File: config.mk
export PLATFORM = sky130hd
export DESIGN_NAME = usb_clk_sequencer
export DESIGN_NICKNAME = d
export VERILOG_FILES = /design/src/logic/dev_access.v /design/src/logic/usb_clk_sequencer.v
export VERILOG_INCLUDE_DIRS = /design/src /design/src/common
export SDC_FILE = /design/constraint.sdc
export NUM_CORES = 1
export LEC_CHECK = 0
export BUFFER_PORTS_ARGS = -buffer_cell sky130_fd_sc_hd__buf_2
export CAP_MARGIN = 20
export CELL_PAD_IN_SITES_DETAIL_PLACEMENT = 1
export CELL_PAD_IN_SITES_GLOBAL_PLACEMENT = 1
export CORE_MARGIN = 10
export CORE_UTILIZATION = 44
export DETAILED_ROUTE_END_ITERATION = 10
export PLACE_DENSITY_LB_ADDON = 0.1
export SETUP_SLACK_MARGIN = 0.15
export SYNTH_ARGS = -nofsm -noshare
export SYNTH_HDL_FRONTEND = slang
export SYNTH_SLANG_ARGS = --single-unit
File: constraint.sdc
create_clock -name CLK_SYS -period 6.6 [get_ports CLK_SYS]
set_input_delay 0.33 -clock CLK_SYS [delete_from_list [all_inputs] [get_ports CLK_SYS]]
set_output_delay 0.33 -clock CLK_SYS [all_outputs]
set_load 0.02 [all_outputs]
File: src/common/usb_clkctl_defines.vh
// Constants for the USB clock-domain sequencer: device register map, field positions,
// our own AHB register map and timing figures.
// Assumes a 250 MHz system clock and the device register port described in the top module.
`ifndef USB_CLKCTL_DEFINES_VH
`define USB_CLKCTL_DEFINES_VH

// Device register addresses on the device access port.
`define UCC_SCR_ADDR 16'h1C32
`define UCC_PMR_ADDR 16'h0001
`define UCC_CLOCK_STOP_HANDSHAKE_REG_ADDR 16'h1C3A
`define UCC_CLOCK_GATING_CTRL_2_ADDR 16'h1C03

// Fields of usb_sys_ctrl_reg.
`define UCC_SCR_PWDN 15
`define UCC_SCR_SESSEND 14
`define UCC_SCR_VBUSDET 13
`define UCC_SCR_PLLOVR 12
`define UCC_SCR_POL 6
`define UCC_SCR_BIASOFF 3
`define UCC_SCR_OSCDIS 2
`define UCC_SCR_BYTE_HI 1
`define UCC_SCR_BYTE_LO 0
`define UCC_SCR_WR_MASK 16'hF04F
`define UCC_SCR_RESET 16'hA04C
`define UCC_BYTE_RSVD 2'h3

// Other device fields.
`define UCC_CLOCK_STOP_HANDSHAKE_REG_REQ_BIT 2
`define UCC_CLOCK_STOP_HANDSHAKE_REG_ACK_BIT 3
`define UCC_PMR_SUSPEND_BIT 0
`define UCC_CLOCK_GATING_CTRL_2_GATE_BIT 0

// Our own registers, byte offsets on AHB.
`define UCC_OFS_CTRL 4'h0
`define UCC_OFS_CFG 4'h4
`define UCC_OFS_STATUS 4'h8
`define UCC_OFS_STAB 4'hC

// Fields of our registers.
`define UCC_CTRL_SHUTDOWN 0
`define UCC_CTRL_WAKEUP 1
`define UCC_CTRL_APPLY 2
`define UCC_CTRL_PROTOCOL 3
`define UCC_ST_BUSY 0
`define UCC_ST_DONE 1
`define UCC_ST_ERROR 2
`define UCC_ST_DOMAIN_OFF 3
`define UCC_ST_FS_CLK_OK 4
`define UCC_ST_HS_CLK_OK 5

// Sequencer step operations.
`define UCC_OP_SET 3'h0
`define UCC_OP_CLR 3'h1
`define UCC_OP_POLL 3'h2
`define UCC_OP_WAIT 3'h3
`define UCC_OP_LOAD 3'h4

// Timing.
`define UCC_CLK_MHZ 250
`define UCC_MIN_FS_MHZ 30
`define UCC_MIN_HS_MHZ 60
`define UCC_STAB_TIME_US 10
`define UCC_STAB_CYCLES (`UCC_STAB_TIME_US * `UCC_CLK_MHZ)
`define UCC_POLL_LIMIT 16'h0100

`endif

File: src/logic/dev_access.v
// Single-access engine for the device register port.
// Assumes the device answers each request by a one-cycle DEV_ACK while the request stands.
`timescale 1ns/1ns
module dev_access #(
	parameter AW = 16,
	parameter DW = 16
) (
	input wire clk,
	input wire rst,
	input wire start,
	input wire wr,
	input wire [AW-1:0] addr,
	input wire [DW-1:0] wdata,
	output reg done_r,
	output reg [DW-1:0] rdata_r,
	output reg req_r,
	output reg we_r,
	output reg [AW-1:0] addr_r,
	output reg [DW-1:0] wdata_r,
	input wire [DW-1:0] dev_rdata,
	input wire dev_ack
);
	always @(posedge clk or posedge rst) begin
		if (rst) begin
			done_r <= 1'b0;
			rdata_r <= {DW{1'b0}};
			req_r <= 1'b0;
			we_r <= 1'b0;
			addr_r <= {AW{1'b0}};
			wdata_r <= {DW{1'b0}};
		end else begin
			done_r <= 1'b0;
			if (req_r && dev_ack) begin
				req_r <= 1'b0;
				done_r <= 1'b1;
				if (!we_r)
					rdata_r <= dev_rdata;
			end else if (start && !req_r) begin
				req_r <= 1'b1;
				we_r <= wr;
				addr_r <= addr;
				wdata_r <= wdata;
			end
		end
	end
endmodule

File: src/logic/usb_clk_sequencer.v
// Host-side sequencer that idles and wakes the USB clock domain and programs its
// system control register through the device register port.
// Assumes software on AHB-Lite as the only master and a device port that acks every access.
`timescale 1ns/1ns
`include "usb_clkctl_defines.vh"

// Contract
// - Core system clock must be at least 30 MHz, 60 MHz for high speed.
// - Host sets the PHY suspend request before any clock stop request.
// - Host requests clock stop, polls the acknowledge, never gates before it.
// - After acknowledge, host writes 1 to the peripheral clock gate bit.
// - Last shut-down step: host writes 1 to the oscillator disable bit.
// - Wake-up starts by writing 0 to the oscillator disable bit.
// - Host waits the oscillator stabilization time before ungating the clock.
// - After stabilization, host writes 0 to the peripheral clock gate bit.
// - Only after ungating may the host clear the clock stop request.
// - Last wake-up step: host clears the PHY suspend request.
// - Bits 11 to 7 are reserved, read 0, always written 0.
// - Full shut-down must not be used where suspend/resume must be honoured.
module usb_clk_sequencer #(
	parameter [31:0] STAB_CYCLES = `UCC_STAB_CYCLES,
	parameter [15:0] POLL_LIMIT = `UCC_POLL_LIMIT
) (
	input wire CLK_SYS,
	input wire RST,
	input wire HSEL,
	input wire [31:0] HADDR,
	input wire [1:0] HTRANS,
	input wire HWRITE,
	input wire [2:0] HSIZE,
	input wire [31:0] HWDATA,
	input wire HREADY,
	output wire HREADYOUT,
	output wire HRESP,
	output reg [31:0] HRDATA,
	output wire DEV_REQ,
	output wire DEV_WE,
	output wire [15:0] DEV_ADDR,
	output wire [15:0] DEV_WDATA,
	input wire [15:0] DEV_RDATA,
	input wire DEV_ACK
);
	localparam [5:0] S_IDLE = 6'h01;
	localparam [5:0] S_FETCH = 6'h02;
	localparam [5:0] S_READ = 6'h04;
	localparam [5:0] S_WRITE = 6'h08;
	localparam [5:0] S_STAB = 6'h10;
	localparam [5:0] S_NEXT = 6'h20;

	localparam [1:0] M_SHUT = 2'h0;
	localparam [1:0] M_WAKE = 2'h1;
	localparam [1:0] M_CFG = 2'h2;

	reg [5:0] state_r;
	reg [5:0] state_nxt;
	reg [1:0] mode_r;
	reg [2:0] step_r;
	reg [15:0] cfg_r;
	reg [31:0] stab_r;
	reg [31:0] count_r;
	reg [15:0] poll_r;
	reg protocol_r;
	reg done_r;
	reg error_r;
	reg domain_off_r;
	reg wr_pend_r;
	reg [3:0] wr_ofs_r;

	reg acc_start;
	reg acc_wr;
	reg [15:0] acc_wdata;
	wire acc_done;
	wire [15:0] acc_rdata;

	reg [2:0] st_op;
	reg [15:0] st_addr;
	reg [15:0] st_mask;
	reg st_last;

	wire fs_clk_ok = (`UCC_CLK_MHZ >= `UCC_MIN_FS_MHZ);
	wire hs_clk_ok = (`UCC_CLK_MHZ >= `UCC_MIN_HS_MHZ);

	// Writes land in the data phase, so the slave never needs a wait state.
	assign HREADYOUT = 1'b1;
	assign HRESP = 1'b0;

	wire addr_phase = HSEL && HREADY && HTRANS[1];
	wire busy = !state_r[0];

	// Step table: each sequence is a short list of set, clear, poll, wait and load steps.
	always @* begin
		st_op = `UCC_OP_SET;
		st_addr = `UCC_SCR_ADDR;
		st_mask = 16'h0000;
		st_last = 1'b0;
		case (mode_r)
			M_SHUT: begin
				case (step_r)
					3'h0: begin
						st_op = `UCC_OP_SET;
						st_addr = `UCC_PMR_ADDR;
						st_mask = 16'h0001 << `UCC_PMR_SUSPEND_BIT;
					end
					3'h1: begin
						st_op = `UCC_OP_SET;
						st_addr = `UCC_CLOCK_STOP_HANDSHAKE_REG_ADDR;
						st_mask = 16'h0001 << `UCC_CLOCK_STOP_HANDSHAKE_REG_REQ_BIT;
					end
					3'h2: begin
						st_op = `UCC_OP_POLL;
						st_addr = `UCC_CLOCK_STOP_HANDSHAKE_REG_ADDR;
						st_mask = 16'h0001 << `UCC_CLOCK_STOP_HANDSHAKE_REG_ACK_BIT;
					end
					3'h3: begin
						st_op = `UCC_OP_SET;
						st_addr = `UCC_CLOCK_GATING_CTRL_2_ADDR;
						st_mask = 16'h0001 << `UCC_CLOCK_GATING_CTRL_2_GATE_BIT;
					end
					default: begin
						st_op = `UCC_OP_SET;
						st_addr = `UCC_SCR_ADDR;
						st_mask = 16'h0001 << `UCC_SCR_OSCDIS;
						st_last = 1'b1;
					end
				endcase
			end
			M_WAKE: begin
				case (step_r)
					3'h0: begin
						st_op = `UCC_OP_CLR;
						st_addr = `UCC_SCR_ADDR;
						st_mask = 16'h0001 << `UCC_SCR_OSCDIS;
					end
					3'h1: begin
						st_op = `UCC_OP_WAIT;
					end
					3'h2: begin
						st_op = `UCC_OP_CLR;
						st_addr = `UCC_CLOCK_GATING_CTRL_2_ADDR;
						st_mask = 16'h0001 << `UCC_CLOCK_GATING_CTRL_2_GATE_BIT;
					end
					3'h3: begin
						st_op = `UCC_OP_CLR;
						st_addr = `UCC_CLOCK_STOP_HANDSHAKE_REG_ADDR;
						st_mask = 16'h0001 << `UCC_CLOCK_STOP_HANDSHAKE_REG_REQ_BIT;
					end
					default: begin
						st_op = `UCC_OP_CLR;
						st_addr = `UCC_PMR_ADDR;
						st_mask = 16'h0001 << `UCC_PMR_SUSPEND_BIT;
						st_last = 1'b1;
					end
				endcase
			end
			default: begin
				st_op = `UCC_OP_LOAD;
				st_addr = `UCC_SCR_ADDR;
				st_mask = cfg_r & `UCC_SCR_WR_MASK;
				st_last = 1'b1;
			end
		endcase
	end

	// Sequencer next state and device access requests.
	always @* begin
		state_nxt = state_r;
		acc_start = 1'b0;
		acc_wr = 1'b0;
		acc_wdata = 16'h0000;
		case (state_r)
			S_IDLE: begin
				state_nxt = S_IDLE;
			end
			S_FETCH: begin
				if (st_op == `UCC_OP_WAIT) begin
					state_nxt = S_STAB;
				end else if (st_op == `UCC_OP_LOAD) begin
					acc_start = 1'b1;
					acc_wr = 1'b1;
					acc_wdata = st_mask;
					state_nxt = S_WRITE;
				end else begin
					acc_start = 1'b1;
					state_nxt = S_READ;
				end
			end
			S_READ: begin
				if (acc_done) begin
					if (st_op == `UCC_OP_POLL) begin
						if ((acc_rdata & st_mask) != 16'h0000)
							state_nxt = S_NEXT;
						else if (poll_r == POLL_LIMIT - 16'h0001)
							state_nxt = S_IDLE;
						else
							state_nxt = S_FETCH;
					end else begin
						acc_start = 1'b1;
						acc_wr = 1'b1;
						if (st_op == `UCC_OP_SET)
							acc_wdata = acc_rdata | st_mask;
						else
							acc_wdata = acc_rdata & ~st_mask;
						// Reserved SCR bits are never written back as read.
						if (st_addr == `UCC_SCR_ADDR)
							acc_wdata = acc_wdata & `UCC_SCR_WR_MASK;
						state_nxt = S_WRITE;
					end
				end
			end
			S_WRITE: begin
				if (acc_done)
					state_nxt = S_NEXT;
			end
			S_STAB: begin
				if (count_r >= stab_r)
					state_nxt = S_NEXT;
			end
			S_NEXT: begin
				state_nxt = st_last ? S_IDLE : S_FETCH;
			end
			default: begin
				state_nxt = S_IDLE;
			end
		endcase
	end

	// Commands taken from a CTRL write while idle; a write while busy starts nothing but still stores the protocol bit.
	wire cmd_shut = HWDATA[`UCC_CTRL_SHUTDOWN] && !HWDATA[`UCC_CTRL_WAKEUP];
	wire cmd_wake = HWDATA[`UCC_CTRL_WAKEUP] && !HWDATA[`UCC_CTRL_SHUTDOWN];
	wire cmd_apply = HWDATA[`UCC_CTRL_APPLY] && !HWDATA[`UCC_CTRL_SHUTDOWN] && !HWDATA[`UCC_CTRL_WAKEUP];
	// Full shut-down kills the module outright, so it is refused while the protocol must be honoured,
	// whether that mode is already stored or arrives in the same write as the command.
	wire shut_refused = cmd_shut && (protocol_r || HWDATA[`UCC_CTRL_PROTOCOL]);
	wire apply_refused = cmd_apply && (cfg_r[1:0] == `UCC_BYTE_RSVD);
	wire error_r_block = shut_refused || apply_refused;
	wire cmd_refused = state_r[0] && wr_pend_r && wr_ofs_r == `UCC_OFS_CTRL && error_r_block;

	always @(posedge CLK_SYS or posedge RST) begin
		if (RST) begin
			state_r <= S_IDLE;
			mode_r <= M_SHUT;
			step_r <= 3'h0;
			count_r <= 32'h00000000;
			poll_r <= 16'h0000;
		end else begin
			state_r <= state_nxt;
			if (state_r[0] && wr_pend_r && wr_ofs_r == `UCC_OFS_CTRL && !error_r_block) begin
				if (cmd_shut) begin
					mode_r <= M_SHUT;
					step_r <= 3'h0;
					state_r <= S_FETCH;
				end else if (cmd_wake) begin
					mode_r <= M_WAKE;
					step_r <= 3'h0;
					state_r <= S_FETCH;
				end else if (cmd_apply) begin
					mode_r <= M_CFG;
					step_r <= 3'h0;
					state_r <= S_FETCH;
				end
			end
			if (state_r == S_NEXT)
				step_r <= step_r + 3'h1;
			if (state_r == S_STAB)
				count_r <= count_r + 32'h00000001;
			else
				count_r <= 32'h00000000;
			if (state_r == S_READ && acc_done && st_op == `UCC_OP_POLL)
				poll_r <= poll_r + 16'h0001;
			else if (state_r == S_NEXT || state_r[0])
				poll_r <= 16'h0000;
		end
	end

	wire seq_end = state_r == S_NEXT && st_last;
	wire poll_fail = state_r == S_READ && acc_done && st_op == `UCC_OP_POLL && state_nxt == S_IDLE;

	// AHB slave registers and sticky status.
	always @(posedge CLK_SYS or posedge RST) begin
		if (RST) begin
			wr_pend_r <= 1'b0;
			wr_ofs_r <= 4'h0;
			HRDATA <= 32'h00000000;
			cfg_r <= `UCC_SCR_RESET;
			stab_r <= STAB_CYCLES;
			protocol_r <= 1'b0;
			done_r <= 1'b0;
			error_r <= 1'b0;
			domain_off_r <= 1'b0;
		end else begin
			wr_pend_r <= addr_phase && HWRITE && HADDR[31:4] == 28'h0000000;
			wr_ofs_r <= {HADDR[3:2], 2'b00};
			if (addr_phase && !HWRITE) begin
				case ({HADDR[3:2], 2'b00})
					`UCC_OFS_CTRL: HRDATA <= {28'h0000000, protocol_r, 3'b000};
					`UCC_OFS_CFG: HRDATA <= {16'h0000, cfg_r};
					`UCC_OFS_STATUS: HRDATA <= {26'h0, hs_clk_ok, fs_clk_ok, domain_off_r,
						error_r, done_r, busy};
					`UCC_OFS_STAB: HRDATA <= stab_r;
					default: HRDATA <= 32'h00000000;
				endcase
				if (HADDR[31:4] != 28'h0000000)
					HRDATA <= 32'h00000000;
			end
			if (wr_pend_r) begin
				case (wr_ofs_r)
					`UCC_OFS_CTRL: protocol_r <= HWDATA[`UCC_CTRL_PROTOCOL];
					// Polarity 1 is normal, 0 reverses both lines; reserved bits are kept at 0.
					`UCC_OFS_CFG: cfg_r <= HWDATA[15:0] & `UCC_SCR_WR_MASK;
					`UCC_OFS_STAB: stab_r <= HWDATA;
					default: ;
				endcase
			end
			// Write-one-to-clear; a new event in the same cycle wins.
			if (wr_pend_r && wr_ofs_r == `UCC_OFS_STATUS) begin
				if (HWDATA[`UCC_ST_DONE])
					done_r <= 1'b0;
				if (HWDATA[`UCC_ST_ERROR])
					error_r <= 1'b0;
			end
			if (seq_end)
				done_r <= 1'b1;
			if (poll_fail || cmd_refused)
				error_r <= 1'b1;
			if (seq_end && mode_r == M_SHUT)
				domain_off_r <= 1'b1;
			else if (seq_end && mode_r == M_WAKE)
				domain_off_r <= 1'b0;
		end
	end

	dev_access #(
		.AW(16),
		.DW(16)
	) u_access (
		.clk(CLK_SYS),
		.rst(RST),
		.start(acc_start),
		.wr(acc_wr),
		.addr(st_addr),
		.wdata(acc_wdata),
		.done_r(acc_done),
		.rdata_r(acc_rdata),
		.req_r(DEV_REQ),
		.we_r(DEV_WE),
		.addr_r(DEV_ADDR),
		.wdata_r(DEV_WDATA),
		.dev_rdata(DEV_RDATA),
		.dev_ack(DEV_ACK)
	);
endmodule

# Word level (Yosys, flattened, before mapping)
# Cells that the tools add are included.
# totals
reg_bits	190
in_bits	91
out_inout_bits	68
wordCells	181
# op_classes
n_addsub	3
n_lt_le_gt_ge	1
eq_ne	22
mux	63
bitwise	6
n_reduce_logical	66
# op_table
operator	count
$pmux W32 S4	1
$mux W16	7
$pmux W16 S2	3
$pmux W13 S3	2
$mux W32	2
$mux W6	9
$add A32 B1 Y32 const B	1
$and A16 B16 Y16	2
$ge A32 B32 Y1	1
$pmux W6 S5	1
$logic_not A28 Y1	1
$reduce_bool A28 Y1	1
$logic_and A1 B1 Y1	24
$mux W1	18
$reduce_and A2 Y1	9
$add A16 B1 Y16 const B	1
$eq A16 B13 Y1 const B	1
$eq A16 B8 Y1 const B	1
$not A16 Y16	1
$or A16 B16 Y16	1
$reduce_bool A16 Y1	1
$reduce_bool A2 Y1	8
$mux W3	5
$mux W2	7
other kinds (28)	53

# Depth between registers and ports, before layout
# Gate-level depths: netlist of the first run.
# logic_depth
word_depth	15
ltp_mapped	10
mapped_depth_nobuf	8

# Modules after synthesis
# Synthesis of the first run repeated with hierarchy kept, for this count alone.
# unflattened
hier_cells	860
area_unflattened_um2	9635.5
# modules_own_cells
mod	n_inst	cells_per_inst	area_each_um2	seq_area_each_um2
usb_clk_sequencer	1	749	7563.5	3492.1
dev_access	1	111	2072.0	1276.2

# Least setup slack after synthesis of the first run
# Ideal clock, no wire load.
# synth_path
path_kind	reg-to-reg
start	register count_r[0]
end	register state_r[5]
setup_ns	0.140
t_arrival_ns	2.142
required_time_ns	6.460
path_slack_ns	4.318
stages_incl_launch_ff	9
cell_sequence	dfrtp_1 inv_1 ha_1 nand2b_1 a2111oi_0 o32ai_1 or4_1 a221oi_2 o221ai_1
# synth_between
elab_chain_len	7
# synth_lines
element	line_no	text
from (decl)	usb_clk_sequencer.v:60	reg [31:0] count_r;
from (signal assigned)	usb_clk_sequencer.v:265	count_r <= count_r + 32'h00000001;
$ge A32 B32 Y1 (*)	usb_clk_sequencer.v:215	if (count_r >= stab_r)
$mux W6 (*)	usb_clk_sequencer.v:215	
$pmux W6 S5 (*)	usb_clk_sequencer.v:170	case (state_r)
$mux W6	usb_clk_sequencer.v:256	end else if (cmd_apply) begin
$mux W6	usb_clk_sequencer.v:252	end else if (cmd_wake) begin
$mux W6	usb_clk_sequencer.v:248	if (cmd_shut) begin
$mux W6 (*)	usb_clk_sequencer.v:247	if (state_r[0] && wr_pend_r && wr_ofs_r == `UCC_OFS_CTRL && !error_r_block) begin
to (signal assigned)	usb_clk_sequencer.v:246	state_r <= state_nxt;
to (decl)	usb_clk_sequencer.v:54	reg [5:0] state_r;
# Mark *: on every way between the ends. The rest lies on a longest branch, timed or not.
# A chain may end at the register's enable or synchronous reset.

# Final worst setup path of the first run
# Ends and elaborated chain as after synthesis.

==> results.md, run 1 <==
- Largest net degree at the start of global routing: 78
- Hold bufs inserted after CTS: 0
- Leakage: 5.17 nW
- Vias per cell: 5.46
- CP Class: register to register
- PD cells: 219 nW/um2
- Worst min-delay path class: input pin to async pin
- GRT overflow: 0
- Crit path required time: 6.88 ns
- DRC viols: 0
- Commonest non-fill, non-tap cell in the layout: dfrtp_1
- H-tree depth: 4
- Commonest non-fill, non-tap cells in the layout: dfrtp_1, buf_2, nand2_1
- Reg2reg path depth: 8
- Ports: 159
- Critical path endpoint: state_r[5]
- Pre-CTS WS: 3.79 ns
- Clk_lat worst skew: 0.42 ns
- Slowest cell on crit path: a2111oi_0
- Root Buffer: clkbuf_16
- Clock slew at reported path FFs: 0.07 ns
- Synth-to-layout area growth: 16.6%
- Fin util: 0.521
- IO buf count: 142
- Yosys warns: 0
- Final-report max-slew violation count: 0
- Sequential fraction of the synthesis area: 0.496
- Max Root-Sink Buffers: 2
- DRT Wirelength: 24200 um
- Synth Flop Type: dfrtp_1
- Initial Util: 0.447
- Worst setup SP type: register
- CTS buffer count: 17
- Fin nets: 1112
- PnR worst setup slack: 3.75 ns
- Post-cts repair resize count: 0
- Initial DRC Count: 317
- Int Power: 1.78 mW
- Final period utilization: 0.431
- GPL Wtd Cong: 0.813
- RSZ-0062 raised after global routing: false
- Setup_tns: 0 ns
- Maximum clock rate: 0.351 GHz
- Post-synthesis cell type count: 75
- Fin Hold WS: 0.0312 ns
- Slew @ Worst Pin: 0.956 ns
- P_sw: 0.518 mW
- Drt first pass iters: 4
- Core Box Area: 20200 um2
- Gr usage total: 0.185
- Number of synthesized flops with an enable pin: 0
- Overall power after layout: 2.30 mW
- Clock power share: 0.457
- Num rows: 52
- Post-DRT Antenna Nets: 0
- Net Sw Frac: 0.225
- Post-DP HPWL: 18100 um
- CTS tree: built
- Logic pwr share: 0.049
- Worst slew margin: 0.362
- Cells after synthesis: 854
- Hold Fails Final Rpt: 0
- Vias in the first global route: 7438
- Reg2reg start: count_r[0]
- R2r endpoint: state_r[5]
- Post-DP Area: 9900 um2
- Mean post-synth cell area: 10.6 um2
- Crit path max fanout: 6
- Worst path max stage delay: 0.51 ns
- Initial antenna violation count: 2
- Synthesized area: 9010 um2
- Die W: 163 um
- Post-route non-filler standard cell count: 1264
- Max_cap viols: 0
- Min cycle time layout: 2.85 ns
- Die height: 163 um
- FFs w/ async S/R, synth: 1.00
- Reg power frac: 0.495
- Final setup violation count: 0
- Max IR drop VDD: 167 uV
- Wire per inst: 19.2 um
- Share of post-route cells with drive strength above 1: 0.266
- Dpl cells: 1231
- Outcome: finished clean
- Crit path capture type: register
- Via count: 6903
- Critical path arrival: 3.12 ns
- Crit path from: count_r[0]
- First-pass GRT wire length: 39600 um
- Post-CTS Setup Bufs: 0
- Yosys reg bits: 178
- Worst reg2reg setup slack: 3.75 ns
- Post-route design area: 10500 um2
- # clock sinks: 178
- Clock skew: 0.00732 ns
- Die area: 26600 um2
- Worst-path cell chain: inv_1, ha_1, nand2b_1, a2111oi_0, o32ai_1, or4_1, a221oi_2, o221ai_1
metal layers:
| metal | global-route usage | share of wire | up-vias |
|---|---|---|---|
| li1 | - | - | 3301 |
| met1 | 0.224 | 0.43 | 3479 |
| met2 | 0.327 | 0.52 | 110 |
| met3 | 0.0378 | 0.033 | 13 |
| met4 | 0.0475 | 0.0091 | 0 |
| met5 | 0 | 0 | - |
critical path: cells and delay by family (launching register included):
| family | cells | cell delay [ns] |
|---|---|---|
| AOI/OAI and AO/OA | 4 | 1.33 |
| and+or+nand+nor | 2 | 0.62 |
| DFF | 1 | 0.43 |
| adders and majority gates | 1 | 0.26 |
| buffers and inverters | 1 | 0.06 |
area by class of cell:
cell class	count	area (um2)
Antenna cell	2	5.00
Clock buffer	19	453
Clock inverter	12	158
Multi-Input combinational cell	585	4140
Inverter	50	193
Tap cell	270	338
Timing Repair Buffer	148	756
Fill cell	2272	9660
Sequential cell	178	4470
logic make-up after synthesis:
family | count (synthesis) | share of synthesized area
AND/OR/NAND/NOR | 271 | 0.160
flip-flops | 178 | 0.496
AO/OA/AOI/OAI | 173 | 0.132
buffers and inverters | 99 | 0.0484
multiplexers | 66 | 0.0829
adder cells (fa/ha/maj) | 41 | 0.0569
XOR/XNOR | 24 | 0.0233
other | 2 | 0.000833
registers in the layout (all words and copies together), names as in the netlist, 3 cells and up:
| signal | count |
|---|---|
| poll_r | 16 |
| u_access.addr_r | 4 |
| u_access.rdata_r | 16 |
| count_r | 32 |
| HRDATA | 32 |
| stab_r | 32 |
| cfg_r | 9 |
| step_r | 3 |
| u_access.wdata_r | 16 |
| state_r | 6 |
power by group through the flow:
stage          clock (mW)  sequential [mW]  combinational [mW]
2_1_floorplan           0             1.15              0.0712
3_3_place_gp            0             1.16               0.111
3_5_place_dp            0             1.16               0.114
4_1_cts              1.08             1.14               0.115
5_1_grt              1.13             1.14               0.128
6_report             1.05             1.14               0.112
synthesized netlist by cell type (3+ instances only):
| cell | n | area, um2 |
|---|---|---|
| o211ai_1 | 3 | 22.5 |
| and4_1 | 3 | 26.3 |
| and2_1 | 4 | 25.0 |
| a22o_1 | 29 | 254 |
| dfstp_2 | 11 | 289 |
| or3_1 | 12 | 75.1 |
| xnor2_1 | 4 | 35.0 |
| clkbuf_1 | 25 | 93.8 |
| buf_2 | 10 | 50.1 |
| a211oi_1 | 5 | 37.5 |
| o31ai_1 | 6 | 45.0 |
| a21oi_1 | 27 | 135 |
| nor4_1 | 11 | 68.8 |
| nand3_1 | 33 | 165 |
| a32o_1 | 3 | 30.0 |
| mux2i_1 | 6 | 60.1 |
| mux2_2 | 53 | 597 |
| mux2_1 | 6 | 67.6 |
| a32oi_1 | 7 | 61.3 |
| a22oi_1 | 16 | 120 |
| nor2b_1 | 7 | 43.8 |
| nand2_1 | 84 | 315 |
| nand3b_1 | 3 | 22.5 |
| nor3_1 | 9 | 45.0 |
| a21o_1 | 5 | 37.5 |
| nor2_1 | 52 | 195 |
| buf_4 | 14 | 105 |
| ha_1 | 41 | 513 |
| nand4_1 | 16 | 100 |
| and3_1 | 10 | 62.6 |
| dfrtp_1 | 167 | 4180 |
| o22ai_1 | 4 | 25.0 |
| o21ai_0 | 31 | 155 |
| nand2b_1 | 5 | 31.3 |
| inv_1 | 49 | 184 |
| xor2_1 | 20 | 175 |
| o21ai_1 | 16 | 80.1 |
worst min-delay path by stage:
| stage | start | endpoint | slack (ns) | depth (start not counted) |
|---|---|---|---|---|
| finish | RST | u_access.wdata_r[4] | 0.03 | 2 |
| global route | DEV_ACK | u_access.req_r | 0.06 | 2 |
| CTS | RST | u_access.wdata_r[4] | 0.05 | 2 |
| detailed placement | u_access.addr_r[0] | u_access.addr_r[0] | 0.46 | 2 |
| global placement | u_access.addr_r[0] | u_access.addr_r[0] | 0.46 | 2 |
| floorplan | HADDR[2] | wr_ofs_r[2] | 0.36 | 0 |
Power figures use the tool's default switching activity.
==> run 2: changes to the inputs <==
--- a/config.mk
+++ b/config.mk
@@ -6,12 +6,13 @@
 export SDC_FILE = /design/constraint.sdc
 export NUM_CORES = 1
 export LEC_CHECK = 0
+export ABC_AREA = 1
 export BUFFER_PORTS_ARGS = -buffer_cell sky130_fd_sc_hd__buf_2
 export CAP_MARGIN = 20
 export CELL_PAD_IN_SITES_DETAIL_PLACEMENT = 1
 export CELL_PAD_IN_SITES_GLOBAL_PLACEMENT = 1
 export CORE_MARGIN = 10
-export CORE_UTILIZATION = 44
+export CORE_UTILIZATION = 38
 export DETAILED_ROUTE_END_ITERATION = 10
 export PLACE_DENSITY_LB_ADDON = 0.1
 export SETUP_SLACK_MARGIN = 0.15
==> constraint.sdc (replaced) <==
create_clock -name CLK_SYS -period 2.55 [get_ports CLK_SYS]
set_input_delay 0.1275 -clock CLK_SYS [delete_from_list [all_inputs] [get_ports CLK_SYS]]
set_output_delay 0.1275 -clock CLK_SYS [all_outputs]
set_load 0.02 [all_outputs]
==> results.md, run 2 <==
- Commonest non-fill, non-tap cells in the layout: nand2_1, dfrtp_1, buf_2
- Post-DP HPWL: 22000 um (+22%)
- Post-synthesis cell type count: 51 (-32%)
- Worst-path cell chain: ha_1, ha_1, a21oi_1, nand3_1, a21oi_1, inv_1, o21ai_0, o21ai_0
- Synth area leader: dfrtp_1
- H-tree depth: 4 (unchanged)
- Vias in the first global route: 9009 (+21%)
- Maximum clock rate: 0.481 GHz (+37%)
- Mean post-synth cell area: 8.23 um2 (-22%)
- Post-DRT Antenna Nets: 0 (unchanged)
- Largest regs: HRDATA x32, count_r x32, stab_r x32
- Crit path capture type: register
- Initial Util: 0.386 (-0.0612)
- FFs w/ async S/R, synth: 1.00 (unchanged)
- Count leader, synth: nand2_1
- IO buf count: 142 (unchanged)
- Min cycle time layout: 2.08 ns (-0.767 ns)
- Crit path required time: 2.86 ns (-4.02 ns)
- Die height: 177 um (+8.6%)
- Max Root-Sink Buffers: 2 (unchanged)
- Vias per cell: 4.91 (-10%)
- PD cells: 532 nW/um2 (+140%)
- Max_cap viols: 0 (unchanged)
- Wire per inst: 17.1 um (-11%)
- Initial antenna violation count: 1 (-1)
- Core Box Area: 24300 um2 (+21%)
- Yosys reg bits: 178 (unchanged)
- Commonest cells in the netlist: nand2_1, dfrtp_1, nor2_1
- Slew @ Worst Pin: 0.706 ns (-0.249 ns)
- Share of post-route cells with drive strength above 1: 0.188 (-0.0784)
- Commonest non-fill, non-tap cell in the layout: nand2_1
- Sequential fraction of the synthesis area: 0.476 (-0.0193)
- Worst min-delay path class: input pin to register
- Leakage: 5.92 nW (+14%)
- Overall power after layout: 6.15 mW (+170%)
- Synth-to-layout area growth: 23.3%
- Worst slew margin: 0.528 (+0.166)
- Via count: 8205 (+19%)
- DRC viols: 0 (unchanged)
- Root Buffer: clkbuf_16
- Synthesized area: 9380 um2 (+4.1%)
- GPL Wtd Cong: 0.837 (+3.0%)
- CTS tree: built
- Die area: 31400 um2 (+18%)
- Outcome: finished clean
- First-pass GRT wire length: 47400 um (+20%)
- RSZ-0062 raised after global routing: false
- Num rows: 57 (+9.6%)
- Fin Hold WS: 0.0169 ns (-0.0143 ns)
- Die W: 177 um (+8.6%)
- Yosys warns: 0 (unchanged)
- CTS buffer count: 17 (unchanged)
- Worst setup SP type: register
- Setup_tns: 0 ns (unchanged)
- Cells after synthesis: 1139 (+33%)
- Top cell type's share of synthesized area: 0.446 (-0.0181)
- Fillers: 2978 (+31%)
- Post-CTS Setup Bufs: 0 (unchanged)
- Largest net degree at the start of global routing: 60 (-23%)
- Clk_lat worst skew: 0.45 ns (+0.03 ns)
- Number of synthesized flops with an enable pin: 0 (unchanged)
- GRT overflow: 0 (unchanged)
- DRT Wirelength: 28500 um (+18%)
- Clock slew at reported path FFs: 0.07 ns (about the same)
- Worst path max stage delay: 0.40 ns (-0.11 ns)
- Slowest cell on crit path: dfrtp_1
- Clock skew: 0.0241 ns (+0.0168 ns)
- Drt first pass iters: 5 (+1)
- Critical path arrival: 2.39 ns (-0.73 ns)
- Final period utilization: 0.816 (+0.385)
- Gr usage total: 0.189 (+0.00399)
- Synth area leaders: dfrtp_1, nand2_1, nor2_1
- Crit path max fanout: 5 (-1)
- Max IR drop VDD: 266 uV (+59%)
- Post-cts repair resize count: 0 (unchanged)
- # clock sinks: 178 (unchanged)
- Hold Fails Final Rpt: 0 (unchanged)
- Ports: 159 (unchanged)
- CP Class: register to register
- # diodes: 0 (-2)
- Synth Flop Type: dfrtp_1
- Final-report max-slew violation count: 0 (unchanged)
- Final setup violation count: 0 (unchanged)
- Initial DRC Count: 309 (-2.5%)
- Fin nets: 1468 (+32%)
[run 2: repair_timing]
| item | in CTS | in global routing |
|---|---|---|
| hold buffers | 49 | 0 |
| endpoints found under the setup margin | 0 | 0 |
| endpoints found under the hold margin | 78 | 0 |
[run 2: cell type report]
type	instances	area, um2	share of cell area
Sequential cell	178	4470	0.386
Multi-Input combinational cell	791	4190	0.362
Timing Repair Buffer	209	1390	0.120
Inverter	139	526	0.0455
Clock buffer	17	425	0.0368
Tap cell	324	405	0.0351
Clock inverter	14	161	0.0140
[run 2: per-stage QoR]
stage | instance area (um2) | std cells | setup slack, ns | util
6_report | 11600 | 1672 | 0.469 | 0.475
4_1_cts | 11600 | 1672 | 0.445 | 0.475
3_5_place_dp | 10500 | 1592 | 0.474 | 0.431
5_1_grt | 11600 | 1672 | 0.290 | 0.475
2_1_floorplan | 9410 | 1147 | 0.151 | -
3_3_place_gp | 10500 | 1592 | 0.530 | 0.431
[run 2: worst max-delay path, delay by kind of cell (launching register included)]
family / cells / cell delay (ns)
AND/OR/NAND/NOR: 1 / 0.17
flip-flops: 1 / 0.40
AO/OA/AOI/OAI: 4 / 0.83
buffers and inverters: 1 / 0.11
adder cells (fa/ha/maj): 2 / 0.44
[run 2: metal layers]
metal,track usage,vias up,share of wire
met3,0.0344,13,0.038
met5,0,-,0.00046
met1,0.223,3977,0.43
met4,0.0452,2,0.0074
li1,-,4086,-
met2,0.344,127,0.52
[run 2: cells by family after synthesis]
family                   synth area share
other                            0.000801
XOR/XNOR                           0.0131
adder cells (fa/ha/maj)            0.0547
AO/OA/AOI/OAI                       0.117
flip-flops                          0.476
AND/OR/NAND/NOR                     0.240
buffers and inverters              0.0807
multiplexers                       0.0177
[run 2: power by group]
group / internal [mW] / switching, mW / total [mW] / leakage, nW
logic: 0.222 / 0.249 / 0.471 / 3.38
registers: 2.94 / 0.0715 / 3.01 / 2.26
clock network: 1.40 / 1.28 / 2.68 / 0.283
total: 4.55 / 1.60 / 6.15 / 5.92
[run 2: worst paths after layout]
path / start / to / slack [ns] / cells after the start
max: step_r[0] / domain_off_r / 0.47 / 8
min: HWDATA[5] / stab_r[5] / 0.02 / 3
max reg2reg: step_r[0] / domain_off_r / 0.47 / 8
min reg2reg: u_access.wdata_r[3] / u_access.wdata_r[3] / 0.48 / 2
max in group asynchronous: RST / cfg_r[3] / 1.41 / 4
min in group asynchronous: RST / HRDATA[25] / 0.33 / 3
